### config.mk
export PLATFORM = sky130hd
export DESIGN_NAME = rct_timer
export DESIGN_NICKNAME = d
export VERILOG_FILES = /design/src/rct_pkg.sv /design/src/rct_timer.sv /design/src/rct_edge_det.sv /design/src/rct_prescaler.sv
export SDC_FILE = /design/constraint.sdc
export NUM_CORES = 1
export LEC_CHECK = 0
export BUFFER_PORTS_ARGS = -buffer_cell sky130_fd_sc_hd__buf_2
export CORE_ASPECT_RATIO = 2
export CORE_MARGIN = 2
export CORE_UTILIZATION = 55
export DETAILED_ROUTE_END_ITERATION = 7
export PLACE_DENSITY_LB_ADDON = 0.25
export SLEW_MARGIN = 20
export SYNTH_ARGS = -nofsm -noshare
export SYNTH_HDL_FRONTEND = slang
export SYNTH_SLANG_ARGS = --single-unit
### constraint.sdc
create_clock -name clk_sys_i -period 4.8 [get_ports clk_sys_i]
set_clock_uncertainty 0.05 [all_clocks]
set_input_delay 0.48 -clock clk_sys_i [delete_from_list [all_inputs] [get_ports clk_sys_i]]
set_output_delay 0.48 -clock clk_sys_i [all_outputs]
set_load 0.1 [all_outputs]
### src/rct_pkg.sv
// Package with register map, field positions and encodings of the reload/capture PWM timer.
//
// Function
// Compare above reload for a PWM pulse.
// Compare kept between reload value and 255.
// Write reload, then set load and enable.
// Auto-reload accepts internal, divided, external clock.
// Active edge captures counter, sets edge flag.
// Overflow sets PWM, match clears and flags.
// Capture modes use internal clocks only.
// Capture-with-reset clears counter and prescaler.
// Avoid reloading from FFh in capture-reset mode.
// External-load edge copies reload into counter.
// Do not change clock while counting.
// Every counter load clears the prescaler.
// Writing 06h clears only the wrap flag.
// Reset clears mode register, timer disabled.
// Same-value mode rewrite holds pin, restarts count; the code restarts only with enable and PWM output enable set.
// Load bit loads counter, reads zero.
// Enable bit runs; cleared freezes counter state.
// Output enable gates PWM onto pin.
// Interrupt while enable and flag both set.
// Mode field selects one of four modes.
// Flags cleared by writing zero.
// Flags set on edge, match, wrap.
// Auto-reload overflow reloads counter, sets PWM.
// Clock select picks source, 11 reserved.
// Edge control enables, picks rising or falling.
// Prescaler divides by two to the power.
// Event input synchronised before edge detection.
package rct_pkg;

  localparam int unsigned RCT_AW = 12;
  localparam int unsigned RCT_DW = 32;

  localparam logic [7:0] RCT_IDX_MODE   = 8'hd5;
  localparam logic [7:0] RCT_IDX_FLAGS  = 8'hd6;
  localparam logic [7:0] RCT_IDX_CLKCFG = 8'hd7;
  localparam logic [7:0] RCT_IDX_RELOAD = 8'hd9;
  localparam logic [7:0] RCT_IDX_CMP    = 8'hda;
  localparam logic [7:0] RCT_IDX_LOAD   = 8'hdb;

  localparam logic [RCT_AW-1:0] RCT_ADDR_MODE   = {2'h0, RCT_IDX_MODE, 2'h0};
  localparam logic [RCT_AW-1:0] RCT_ADDR_FLAGS  = {2'h0, RCT_IDX_FLAGS, 2'h0};
  localparam logic [RCT_AW-1:0] RCT_ADDR_CLKCFG = {2'h0, RCT_IDX_CLKCFG, 2'h0};
  localparam logic [RCT_AW-1:0] RCT_ADDR_RELOAD = {2'h0, RCT_IDX_RELOAD, 2'h0};
  localparam logic [RCT_AW-1:0] RCT_ADDR_CMP    = {2'h0, RCT_IDX_CMP, 2'h0};
  localparam logic [RCT_AW-1:0] RCT_ADDR_LOAD   = {2'h0, RCT_IDX_LOAD, 2'h0};

  localparam int unsigned RCT_MC_LOAD  = 7;
  localparam int unsigned RCT_MC_EN    = 6;
  localparam int unsigned RCT_MC_PWM_OUT_ENABLE = 5;
  localparam int unsigned RCT_MC_IRQ_HI = 4;
  localparam int unsigned RCT_MC_IRQ_LO = 2;
  localparam int unsigned RCT_FL_EDGE  = 2;
  localparam int unsigned RCT_FL_MATCH = 1;
  localparam int unsigned RCT_FL_WRAP  = 0;
  localparam int unsigned RCT_CC_PS_HI = 7;
  localparam int unsigned RCT_CC_PS_LO = 5;
  localparam int unsigned RCT_CC_POL   = 3;
  localparam int unsigned RCT_CC_EDGE  = 2;

  localparam logic [7:0] RCT_MODE_RST   = 8'h00;
  localparam logic [7:0] RCT_DATA_RST   = 8'h00;
  localparam logic [7:0] RCT_CNT_MAX    = 8'hff;
  localparam logic [2:0] RCT_FLAGS_RST  = 3'h0;
  localparam logic [1:0] RCT_DIV3_LAST  = 2'h2;

  typedef enum logic [1:0] {
    RCT_MODE_RELOAD  = 2'b00,
    RCT_MODE_CAPTURE = 2'b01,
    RCT_MODE_CAP_RST = 2'b10,
    RCT_MODE_EXT_LD  = 2'b11
  } rct_mode_t;

  typedef enum logic [1:0] {
    RCT_SRC_INT  = 2'b00,
    RCT_SRC_DIV3 = 2'b01,
    RCT_SRC_EXT  = 2'b10,
    RCT_SRC_RSV  = 2'b11
  } rct_src_t;

endpackage : rct_pkg

### src/rct_timer.sv
// Top level of the reload/capture PWM timer with its APB register slave.
`timescale 1ns/1ps
`default_nettype none
module rct_timer #(
  parameter int unsigned PSC_W = 7
) (
  input  wire logic                      clk_sys_i,
  input  wire logic                      rst_n_i,
  input  wire logic                      psel_i,
  input  wire logic                      penable_i,
  input  wire logic                      pwrite_i,
  input  wire logic [rct_pkg::RCT_AW-1:0] paddr_i,
  input  wire logic [rct_pkg::RCT_DW-1:0] pwdata_i,
  output logic      [rct_pkg::RCT_DW-1:0] prdata_o,
  output logic                           pready_o,
  output logic                           pslverr_o,
  input  wire logic                      event_in_pin_i,
  output logic                           pwm_out_pin_o,
  output logic                           irq_o
);
  import rct_pkg::*;

  ////////////////////////////////////////////////////////////////////////////
  // Declarations.

  logic [7:0]       mode_q;
  logic [2:0]       flags_q;
  logic [7:0]       clkcfg_q;
  logic [7:0]       reload_q;
  logic [7:0]       cmp_q;
  logic [7:0]       cnt_q;
  logic [7:0]       cnt_d;
  logic             pwm_q;
  logic             pin_q;
  logic             irq_q;
  logic             pready_q;
  logic             pslverr_q;
  logic [RCT_DW-1:0] prdata_q;
  logic [RCT_DW-1:0] rd_mux;

  logic             setup;
  logic             wr;
  logic [7:0]       wdat;
  logic             wr_mode;
  logic             wr_flags;
  logic             wr_clkcfg;
  logic             wr_reload;
  logic             wr_cmp;
  logic             wr_load;
  rct_mode_t        mode;
  logic             load_bit;
  logic             same_rewrite;
  logic             rise;
  logic             fall;
  logic             edge_ev;
  logic             cap_ev;
  logic             cap_rst;
  logic             ext_ld;
  logic             load_rr;
  logic             any_load;
  logic             tick;
  logic             count_ev;
  logic             wrap_ev;
  logic             match_ev;
  logic             reload_ovf;
  logic             psc_clear;
  logic [2:0]       set_vec;
  logic [PSC_W-1:0] psc;

  function automatic logic hit(input logic [RCT_AW-1:0] a, input logic [RCT_AW-1:0] t);
    hit = (a == t);
  endfunction : hit

  function automatic logic known(input logic [RCT_AW-1:0] a);
    known = hit(a, RCT_ADDR_MODE) | hit(a, RCT_ADDR_FLAGS) | hit(a, RCT_ADDR_CLKCFG) |
            hit(a, RCT_ADDR_RELOAD) | hit(a, RCT_ADDR_CMP) | hit(a, RCT_ADDR_LOAD);
  endfunction : known

  ////////////////////////////////////////////////////////////////////////////
  // APB slave.

  assign setup     = psel_i & ~penable_i;
  assign wr        = psel_i & penable_i & pready_q & pwrite_i & ~pslverr_q;
  assign wdat      = pwdata_i[7:0];
  assign wr_mode   = wr & hit(paddr_i, RCT_ADDR_MODE);
  assign wr_flags  = wr & hit(paddr_i, RCT_ADDR_FLAGS);
  assign wr_clkcfg = wr & hit(paddr_i, RCT_ADDR_CLKCFG);
  assign wr_reload = wr & hit(paddr_i, RCT_ADDR_RELOAD);
  assign wr_cmp    = wr & hit(paddr_i, RCT_ADDR_CMP);
  assign wr_load   = wr & hit(paddr_i, RCT_ADDR_LOAD);

  always_comb begin
    rd_mux = '0;
    case (1'b1)
      // Load bit reads as zero.
      hit(paddr_i, RCT_ADDR_MODE):   rd_mux[7:0] = {1'b0, mode_q[6:0]};
      // Upper flag bits read zero.
      hit(paddr_i, RCT_ADDR_FLAGS):  rd_mux[2:0] = flags_q;
      hit(paddr_i, RCT_ADDR_CLKCFG): rd_mux[7:0] = clkcfg_q;
      hit(paddr_i, RCT_ADDR_RELOAD): rd_mux[7:0] = reload_q;
      hit(paddr_i, RCT_ADDR_CMP):    rd_mux[7:0] = cmp_q;
      hit(paddr_i, RCT_ADDR_LOAD):   rd_mux[7:0] = cnt_q;
      default:                       rd_mux = '0;
    endcase
  end

  always_ff @(posedge clk_sys_i or negedge rst_n_i) begin
    if (!rst_n_i) begin
      pready_q  <= 1'b0;
      pslverr_q <= 1'b0;
      prdata_q  <= '0;
    end else begin
      pready_q  <= setup & ~pready_q;
      pslverr_q <= setup & ~known(paddr_i);
      if (setup) begin
        prdata_q <= pwrite_i ? '0 : rd_mux;
      end
    end
  end

  ////////////////////////////////////////////////////////////////////////////
  // Configuration registers.

  // Mode register cleared by reset.
  always_ff @(posedge clk_sys_i or negedge rst_n_i) begin
    if (!rst_n_i) begin
      mode_q <= RCT_MODE_RST;
    end else if (wr_mode) begin
      mode_q <= {1'b0, wdat[6:0]};
    end
  end

  always_ff @(posedge clk_sys_i or negedge rst_n_i) begin
    if (!rst_n_i) begin
      clkcfg_q <= RCT_DATA_RST;
      cmp_q    <= RCT_DATA_RST;
    end else begin
      if (wr_clkcfg) begin
        clkcfg_q <= {wdat[7:5], 1'b0, wdat[3:0]};
      end
      if (wr_cmp) begin
        cmp_q <= wdat;
      end
    end
  end

  // Mode field decode.
  assign mode = rct_mode_t'(mode_q[1:0]);

  ////////////////////////////////////////////////////////////////////////////
  // Event input and clock chain.

  rct_edge_det u_rct_edge_det (
    .clk_sys_i (clk_sys_i),
    .rst_n_i   (rst_n_i),
    .pin_i     (event_in_pin_i),
    .rise_o    (rise),
    .fall_o    (fall)
  );

  // Edge enable and polarity.
  assign edge_ev = clkcfg_q[RCT_CC_EDGE] & (clkcfg_q[RCT_CC_POL] ? fall : rise);

  rct_prescaler #(
    .PSC_W (PSC_W)
  ) u_rct_prescaler (
    .clk_sys_i  (clk_sys_i),
    .rst_n_i    (rst_n_i),
    .run_i      (mode_q[RCT_MC_EN]),
    .clear_i    (psc_clear),
    .src_i      (rct_src_t'(clkcfg_q[1:0])),
    .ratio_i    (clkcfg_q[RCT_CC_PS_HI:RCT_CC_PS_LO]),
    .ext_tick_i (rise),
    .tick_o     (tick),
    .psc_o      (psc)
  );

  ////////////////////////////////////////////////////////////////////////////
  // Counter.

  // Load bit copies reload value.
  assign load_bit     = wr_mode & wdat[RCT_MC_LOAD];
  // Same-value rewrite restarts count while enable and PWM output enable are both set.
  assign same_rewrite = wr_mode & ~wdat[RCT_MC_LOAD] & (wdat[6:0] == mode_q[6:0]) &
                        mode_q[RCT_MC_EN] & mode_q[RCT_MC_PWM_OUT_ENABLE];
  assign cap_ev       = edge_ev & ((mode == RCT_MODE_CAPTURE) | (mode == RCT_MODE_CAP_RST));
  // Capture also resets counter.
  assign cap_rst      = edge_ev & (mode == RCT_MODE_CAP_RST);
  // External edge loads counter.
  assign ext_ld       = edge_ev & (mode == RCT_MODE_EXT_LD);
  assign load_rr      = load_bit | same_rewrite | ext_ld;
  assign any_load     = wr_load | load_rr | cap_rst;
  assign count_ev     = tick & ~any_load;
  assign wrap_ev      = count_ev & (cnt_q == RCT_CNT_MAX);
  // Overflow reloads in auto-reload.
  assign reload_ovf   = wrap_ev & (mode == RCT_MODE_RELOAD);
  // Every load clears prescaler.
  assign psc_clear    = any_load | reload_ovf;

  always_comb begin
    cnt_d = cnt_q;
    if (wr_load) begin
      cnt_d = wdat;
    end else if (load_rr) begin
      cnt_d = reload_q;
    end else if (cap_rst) begin
      cnt_d = RCT_DATA_RST;
    end else if (reload_ovf) begin
      cnt_d = reload_q;
    end else if (count_ev) begin
      cnt_d = cnt_q + 8'h01;
    end
  end

  // Counter only counts on ticks.
  always_ff @(posedge clk_sys_i or negedge rst_n_i) begin
    if (!rst_n_i) begin
      cnt_q <= RCT_DATA_RST;
    end else begin
      cnt_q <= cnt_d;
    end
  end

  // Capture counter on active edge.
  always_ff @(posedge clk_sys_i or negedge rst_n_i) begin
    if (!rst_n_i) begin
      reload_q <= RCT_DATA_RST;
    end else if (cap_ev) begin
      reload_q <= cnt_q;
    end else if (wr_reload) begin
      reload_q <= wdat;
    end
  end

  ////////////////////////////////////////////////////////////////////////////
  // Flags, PWM and interrupt.

  assign match_ev = count_ev & (cnt_d == cmp_q);
  // Flag sources.
  assign set_vec  = {edge_ev, match_ev, wrap_ev};

  // Zero clears, one keeps, set wins.
  // Writing 06h clears only wrap flag.
  always_ff @(posedge clk_sys_i or negedge rst_n_i) begin
    if (!rst_n_i) begin
      flags_q <= RCT_FLAGS_RST;
    end else begin
      flags_q <= (flags_q & (wr_flags ? wdat[2:0] : 3'h7)) | set_vec;
    end
  end

  // Match drives low, overflow high.
  always_ff @(posedge clk_sys_i or negedge rst_n_i) begin
    if (!rst_n_i) begin
      pwm_q <= 1'b0;
    end else if (match_ev) begin
      pwm_q <= 1'b0;
    end else if (wrap_ev) begin
      pwm_q <= 1'b1;
    end
  end

  // Output enable gates the pin.
  // Interrupt from enable and flag.
  always_ff @(posedge clk_sys_i or negedge rst_n_i) begin
    if (!rst_n_i) begin
      pin_q <= 1'b0;
      irq_q <= 1'b0;
    end else begin
      pin_q <= mode_q[RCT_MC_PWM_OUT_ENABLE] & pwm_q;
      irq_q <= |(flags_q & mode_q[RCT_MC_IRQ_HI:RCT_MC_IRQ_LO]);
    end
  end

  assign prdata_o      = prdata_q;
  assign pready_o      = pready_q;
  assign pslverr_o     = pslverr_q;
  assign pwm_out_pin_o = pin_q;
  assign irq_o         = irq_q;

  ////////////////////////////////////////////////////////////////////////////
  // Assertions.

  a_load_bit_zero: assert property (
    @(posedge clk_sys_i) disable iff (!rst_n_i)
    (setup && !pwrite_i && hit(paddr_i, RCT_ADDR_MODE)) |=> (pready_o && !prdata_o[7]))
    else $error("load bit read back as one");

  a_frozen_count: assert property (
    @(posedge clk_sys_i) disable iff (!rst_n_i)
    (!mode_q[RCT_MC_EN] && !any_load) |=> $stable(cnt_q))
    else $error("counter moved while disabled");

  a_capture_value: assert property (
    @(posedge clk_sys_i) disable iff (!rst_n_i)
    cap_ev |=> (reload_q == $past(cnt_q)) && flags_q[RCT_FL_EDGE])
    else $error("capture value or edge flag wrong");

  a_capture_reset: assert property (
    @(posedge clk_sys_i) disable iff (!rst_n_i)
    (cap_rst && !wr_load && !load_rr) |=> (cnt_q == 8'h00) && (psc == '0))
    else $error("capture did not clear counter and prescaler");

  a_ext_edge_load: assert property (
    @(posedge clk_sys_i) disable iff (!rst_n_i)
    (ext_ld && !wr_load) |=> (cnt_q == $past(reload_q)))
    else $error("external edge did not load counter");

  a_wrap_reload: assert property (
    @(posedge clk_sys_i) disable iff (!rst_n_i)
    reload_ovf |=> (cnt_q == $past(reload_q)) && flags_q[RCT_FL_WRAP] && (psc == '0))
    else $error("auto-reload overflow wrong");

  a_flag_clear_06: assert property (
    @(posedge clk_sys_i) disable iff (!rst_n_i)
    (wr_flags && wdat[2:0] == 3'h6 && !wrap_ev) |=>
      !flags_q[RCT_FL_WRAP] && (flags_q[2:1] == ($past(flags_q[2:1]) | $past(set_vec[2:1]))))
    else $error("flag write 06h disturbed other flags");

  a_pwm_match_low: assert property (
    @(posedge clk_sys_i) disable iff (!rst_n_i)
    (match_ev && mode_q[RCT_MC_PWM_OUT_ENABLE] && !wr_mode) |=> ##1 !pwm_out_pin_o)
    else $error("pin not low after match");

  a_pin_gated: assert property (
    @(posedge clk_sys_i) disable iff (!rst_n_i)
    !mode_q[RCT_MC_PWM_OUT_ENABLE] |=> !pwm_out_pin_o)
    else $error("pin driven while output disabled");

  a_irq_follows: assert property (
    @(posedge clk_sys_i) disable iff (!rst_n_i)
    ##1 (irq_o == |($past(flags_q) & $past(mode_q[RCT_MC_IRQ_HI:RCT_MC_IRQ_LO]))))
    else $error("interrupt request does not match flags and enables");

  a_same_rewrite: assert property (
    @(posedge clk_sys_i) disable iff (!rst_n_i)
    same_rewrite |=> (cnt_q == $past(reload_q)) && (pwm_q == $past(pwm_q)) && (psc == '0))
    else $error("same-value rewrite did not restart the count");

  a_match_flag: assert property (
    @(posedge clk_sys_i) disable iff (!rst_n_i)
    (count_ev && (cnt_d == cmp_q)) |=> flags_q[RCT_FL_MATCH] && !pwm_q)
    else $error("match did not set flag and drive level low");

endmodule : rct_timer
`default_nettype wire

### src/rct_edge_det.sv
// Synchroniser and edge detector for the event input pin.
`timescale 1ns/1ps
`default_nettype none
module rct_edge_det (
  input  wire logic clk_sys_i,
  input  wire logic rst_n_i,
  input  wire logic pin_i,
  output logic      rise_o,
  output logic      fall_o
);
  import rct_pkg::*;

  logic sync1_q;
  logic sync2_q;
  logic prev_q;

  // Two-stage synchroniser.
  always_ff @(posedge clk_sys_i or negedge rst_n_i) begin
    if (!rst_n_i) begin
      sync1_q <= 1'b0;
      sync2_q <= 1'b0;
      prev_q  <= 1'b0;
    end else begin
      sync1_q <= pin_i;
      sync2_q <= sync1_q;
      prev_q  <= sync2_q;
    end
  end

  // One pulse per edge.
  assign rise_o = sync2_q & ~prev_q;
  assign fall_o = ~sync2_q & prev_q;

endmodule : rct_edge_det
`default_nettype wire

### src/rct_prescaler.sv
// Clock source multiplexer, divide-by-three stage and binary prescaler.
`timescale 1ns/1ps
`default_nettype none
module rct_prescaler #(
  parameter int unsigned PSC_W = 7
) (
  input  wire logic            clk_sys_i,
  input  wire logic            rst_n_i,
  input  wire logic            run_i,
  input  wire logic            clear_i,
  input  wire rct_pkg::rct_src_t src_i,
  input  wire logic [2:0]      ratio_i,
  input  wire logic            ext_tick_i,
  output logic                 tick_o,
  output logic [PSC_W-1:0]     psc_o
);
  import rct_pkg::*;

  logic [1:0]       div3_q;
  logic [PSC_W-1:0] psc_q;
  logic [PSC_W-1:0] mask;
  logic             src_tick;

  always_ff @(posedge clk_sys_i or negedge rst_n_i) begin
    if (!rst_n_i) begin
      div3_q <= 2'h0;
    end else if (div3_q == RCT_DIV3_LAST) begin
      div3_q <= 2'h0;
    end else begin
      div3_q <= div3_q + 2'h1;
    end
  end

  // Source selection.
  // Reserved code gives no clock.
  always_comb begin
    case (src_i)
      RCT_SRC_INT:  src_tick = 1'b1;
      RCT_SRC_DIV3: src_tick = (div3_q == RCT_DIV3_LAST);
      RCT_SRC_EXT:  src_tick = ext_tick_i;
      default:      src_tick = 1'b0;
    endcase
  end

  // Tap selects two to the power.
  assign mask   = PSC_W'((32'h1 << ratio_i) - 32'h1);
  assign tick_o = run_i & src_tick & ((psc_q & mask) == mask);
  assign psc_o  = psc_q;

  // Prescaler frozen when stopped.
  always_ff @(posedge clk_sys_i or negedge rst_n_i) begin
    if (!rst_n_i) begin
      psc_q <= '0;
    end else if (clear_i) begin
      psc_q <= '0;
    end else if (run_i && src_tick) begin
      psc_q <= psc_q + PSC_W'(1);
    end
  end

endmodule : rct_prescaler
`default_nettype wire

==> metrics.yaml <==
die_width_um: 64.8
dp_hpwl_um: 8810
cp_max_fo: 11
power_frac_seq_pct: 40.6
synthToLayoutAreaGrowth_pct: 11.8
synth_area_leader_cell: "dfrtp_1"
gp_congestion: 0.981
rsz0062_at_grt: "no"
drive_gt1_share_pct: 18.0
cp_top_family: "compound AO/OA/AOI/OAI gates"
synth_area_mm2: 0.00407
grtUsageTotal_pct: 30.7
drtAntennaViolNets: 0
cap_violations: 0
swShare_pct: 33.9
crit_path_start_kind: "register"
synth_edf_count: 0
max_stage_delay_ns: 0.50
routed_wl_um: 11600
crit_arrival_ns: 4.19
grt_pass1_wl_um: 18700
synth_area_leaders: "dfrtp_1 41%, mux2_2 5.0%, buf_4 4.4%"
synth-main-ff-cell: "dfrtp_1"
power_mw: 1.63
synth_top_cell_area_share_pct: 40.6
min_period_over_period_pct: 83.8
hold_violations: 0
fp.dieH_um: 126
drtIter0Drc: 276
synth_seq_area_share_pct: 40.6
cts_resized: 0
synth-seq-cells: 66
slowest_stage: "nor3_2"
io_pins: 86
row_count: 44
numCtsBuffers: 9
die_area_mm2: 0.00814
syn_inst: 430
worstPathCellList: "or3_1 > ha_1 > nor2b_1 > mux2_2 > a311o_1 > nor3_2 > nand2_4 > xnor2_1 > mux2_1 > a2111o_1 > o31a_1"
slew_headroom_pct: 34.0
postCtsSetupBuffers: 0
cts-root-buf: "clkbuf_16"
setup_violations: 0
grt_overflow: 0
clkPwrFrac_pct: 36.8
syn_area_per_cell_um2: 9.46
yosysWarningCount: 0
p_int_mw: 1.08
cts_tree: "done"
clock_latency_ns: 0.34
portBuffers: 37
antenna_found_initial: 0
core_mm2: 0.00721
crit_path_end_kind: "register"
cts_hold_buf: 0
vdd_drop_max_mv: 0.206
drc: 0
viasPerCell: 6.21
hold_class: "input pin to register"
ys_async_sr_fraction_pct: 100
fillers: 646
clkSinkCount: 66
required_ns: 4.97
power_density_mw_per_mm2: 359
grt_max_degree: 67
tightestPinTransition_ns: 0.983
power.switching_uw: 554
reg2reg_slack_ns: 0.78
firstDrtPassIters: 6
fin_tns_setup_ns: 0
final_net_count: 528
drv_slew: 0
clk_path_buf_depth: 2
leakage_nw: 2.07
grt_pass1_vias: 3644
initial_core_util_pct: 56.4
vias: 3532
fmax_ghz: 0.249
cts.htree.levels: 3
path_class: "register to register"
yosysUniqueCellTypes: 67
cts.clk_slew.worst_paths_ns: 0.06
drt-wirelength-per-cell_um: 20.4
num_antenna_cells: 0
outcome: "completed"
cp_num_buf_inv: 0
power_frac_comb_pct: 22.6
period_needed_ns: 4.02
-- synth_stat cells (all sizes together), types with 7 or more instances --
cell type  number
a21oi          22
nor3            7
xor2           10
o21ai          23
xnor2           7
a222oi          7
mux2           19
dfrtp          66
nand4           8
nor2           44
nand2b          7
mux2i          12
nand2          43
clkbuf          8
buf            27
inv            14
-- worst paths after layout --
check,from,to,cells after the start
max reg2reg,clkcfg_q[6]$_DFFE_PN0P_,pwm_q$_DFFE_PN0P_,11
max,clkcfg_q[6]$_DFFE_PN0P_,pwm_q$_DFFE_PN0P_,11
max in group asynchronous,rst_n_i,mode_q[5]$_DFFE_PN0N_,2
min reg2reg,u_rct_edge_det.sync1_q$_DFF_PN0_,u_rct_edge_det.sync2_q$_DFF_PN0_,0
min,event_in_pin_i,u_rct_edge_det.sync1_q$_DFF_PN0_,1
min in group asynchronous,rst_n_i,flags_q[2]$_DFF_PN0_,2
-- cells by family (layout without fill, tap and decap cells) --
logic type               after synthesis  count (layout)  share of synthesized area [%]
AO/OA/AOI/OAI                        103             103                           18.6
XOR/XNOR                              17              17                           3.66
adder cells (fa/ha/maj)                6               6                           1.85
buffers and inverters                 49              73                           6.83
flip-flops                            66              66                           40.6
multiplexers                          31              31                           8.21
other                                  1              24                         0.0922
AND/OR/NAND/NOR                      157             157                           20.1
-- power by group through the flow --
stage / Sequential (mW) / Clock, mW / Combinational (mW)
2_1_floorplan: 0.659 / 0 / 0.281
3_3_place_gp: 0.668 / 0 / 0.349
3_5_place_dp: 0.670 / 0 / 0.356
4_1_cts: 0.662 / 0.609 / 0.364
5_1_grt: 0.669 / 0.637 / 0.395
6_report: 0.664 / 0.601 / 0.369
-- final cells by class --
class	instances	area, um2	share of cell area (%)
Timing Repair Buffer	43	230	5.06
Clock inverter	4	27.5	0.605
Multi-Input combinational cell	338	2220	48.9
Clock buffer	12	246	5.42
Inverter	14	52.6	1.16
Tap cell	92	115	2.53
Sequential cell	66	1650	36.3
-- through the flow --
stage,setup slack [ns],util [%],cell area (um2),std cells,hold WS (ns)
5_1_grt,0.571,63.1,4550,569,0.199
3_3_place_gp,0.878,59.3,4270,553,0.283
2_1_floorplan,0.905,-,4150,453,0.134
6_report,0.779,63.1,4550,569,0.197
3_5_place_dp,0.825,59.3,4270,553,0.294
4_1_cts,0.804,63.1,4550,569,0.194
-- state kept, by name (all words and copies together), names as in the netlist, 3 cells and up --
signal and flops:
u_rct_prescaler.psc_o 7, cnt_q 8, reload_q 8, mode_q 7, clkcfg_q 7, flags_q 3, prdata_o 8, cmp_q 8
-- layer usage --
metal  global-route usage [%]  wire length [um]  vias to the layer above
met5                        0                 0                        -
met4                     22.7               900                        0
met3                     4.82               507                       54
met2                     53.6              6100                      139
met1                     32.0              4110                     1724
li1                         -                 -                     1615
-- cells in the final DEF (no fill, tap or decap), types with 3 or more instances in the layout --
master,instances
inv_1,14
a222oi_1,7
a22oi_1,4
or3_1,5
a2111oi_0,3
conb_1,24
nor4_1,5
a22o_1,3
nor2b_1,6
ha_1,6
nor3_1,6
and2_1,3
a21o_1,3
buf_4,6
nand4_1,8
o21ai_0,22
o31ai_1,4
a221oi_1,4
mux2i_1,12
nand3b_1,3
nor3b_1,3
or2_2,3
clkinvlp_4,3
mux2_2,18
xor2_1,10
nand2b_1,7
o211ai_1,4
nor2_1,44
xnor2_1,7
nand3_1,5
buf_2,37
a21oi_1,22
nand2_1,42
clkbuf_16,9
dfrtp_1,66
-- worst register-to-register path, cell delays in order (launching register included) --
cell	delay [ns]
dfrtp_1	0.49
or3_1	0.36
ha_1	0.24
nor2b_1	0.15
mux2_2	0.26
a311o_1	0.37
nor3_2	0.50
nand2_4	0.11
xnor2_1	0.25
mux2_1	0.35
a2111o_1	0.46
o31a_1	0.31
(Power assumes the default switching activity.)
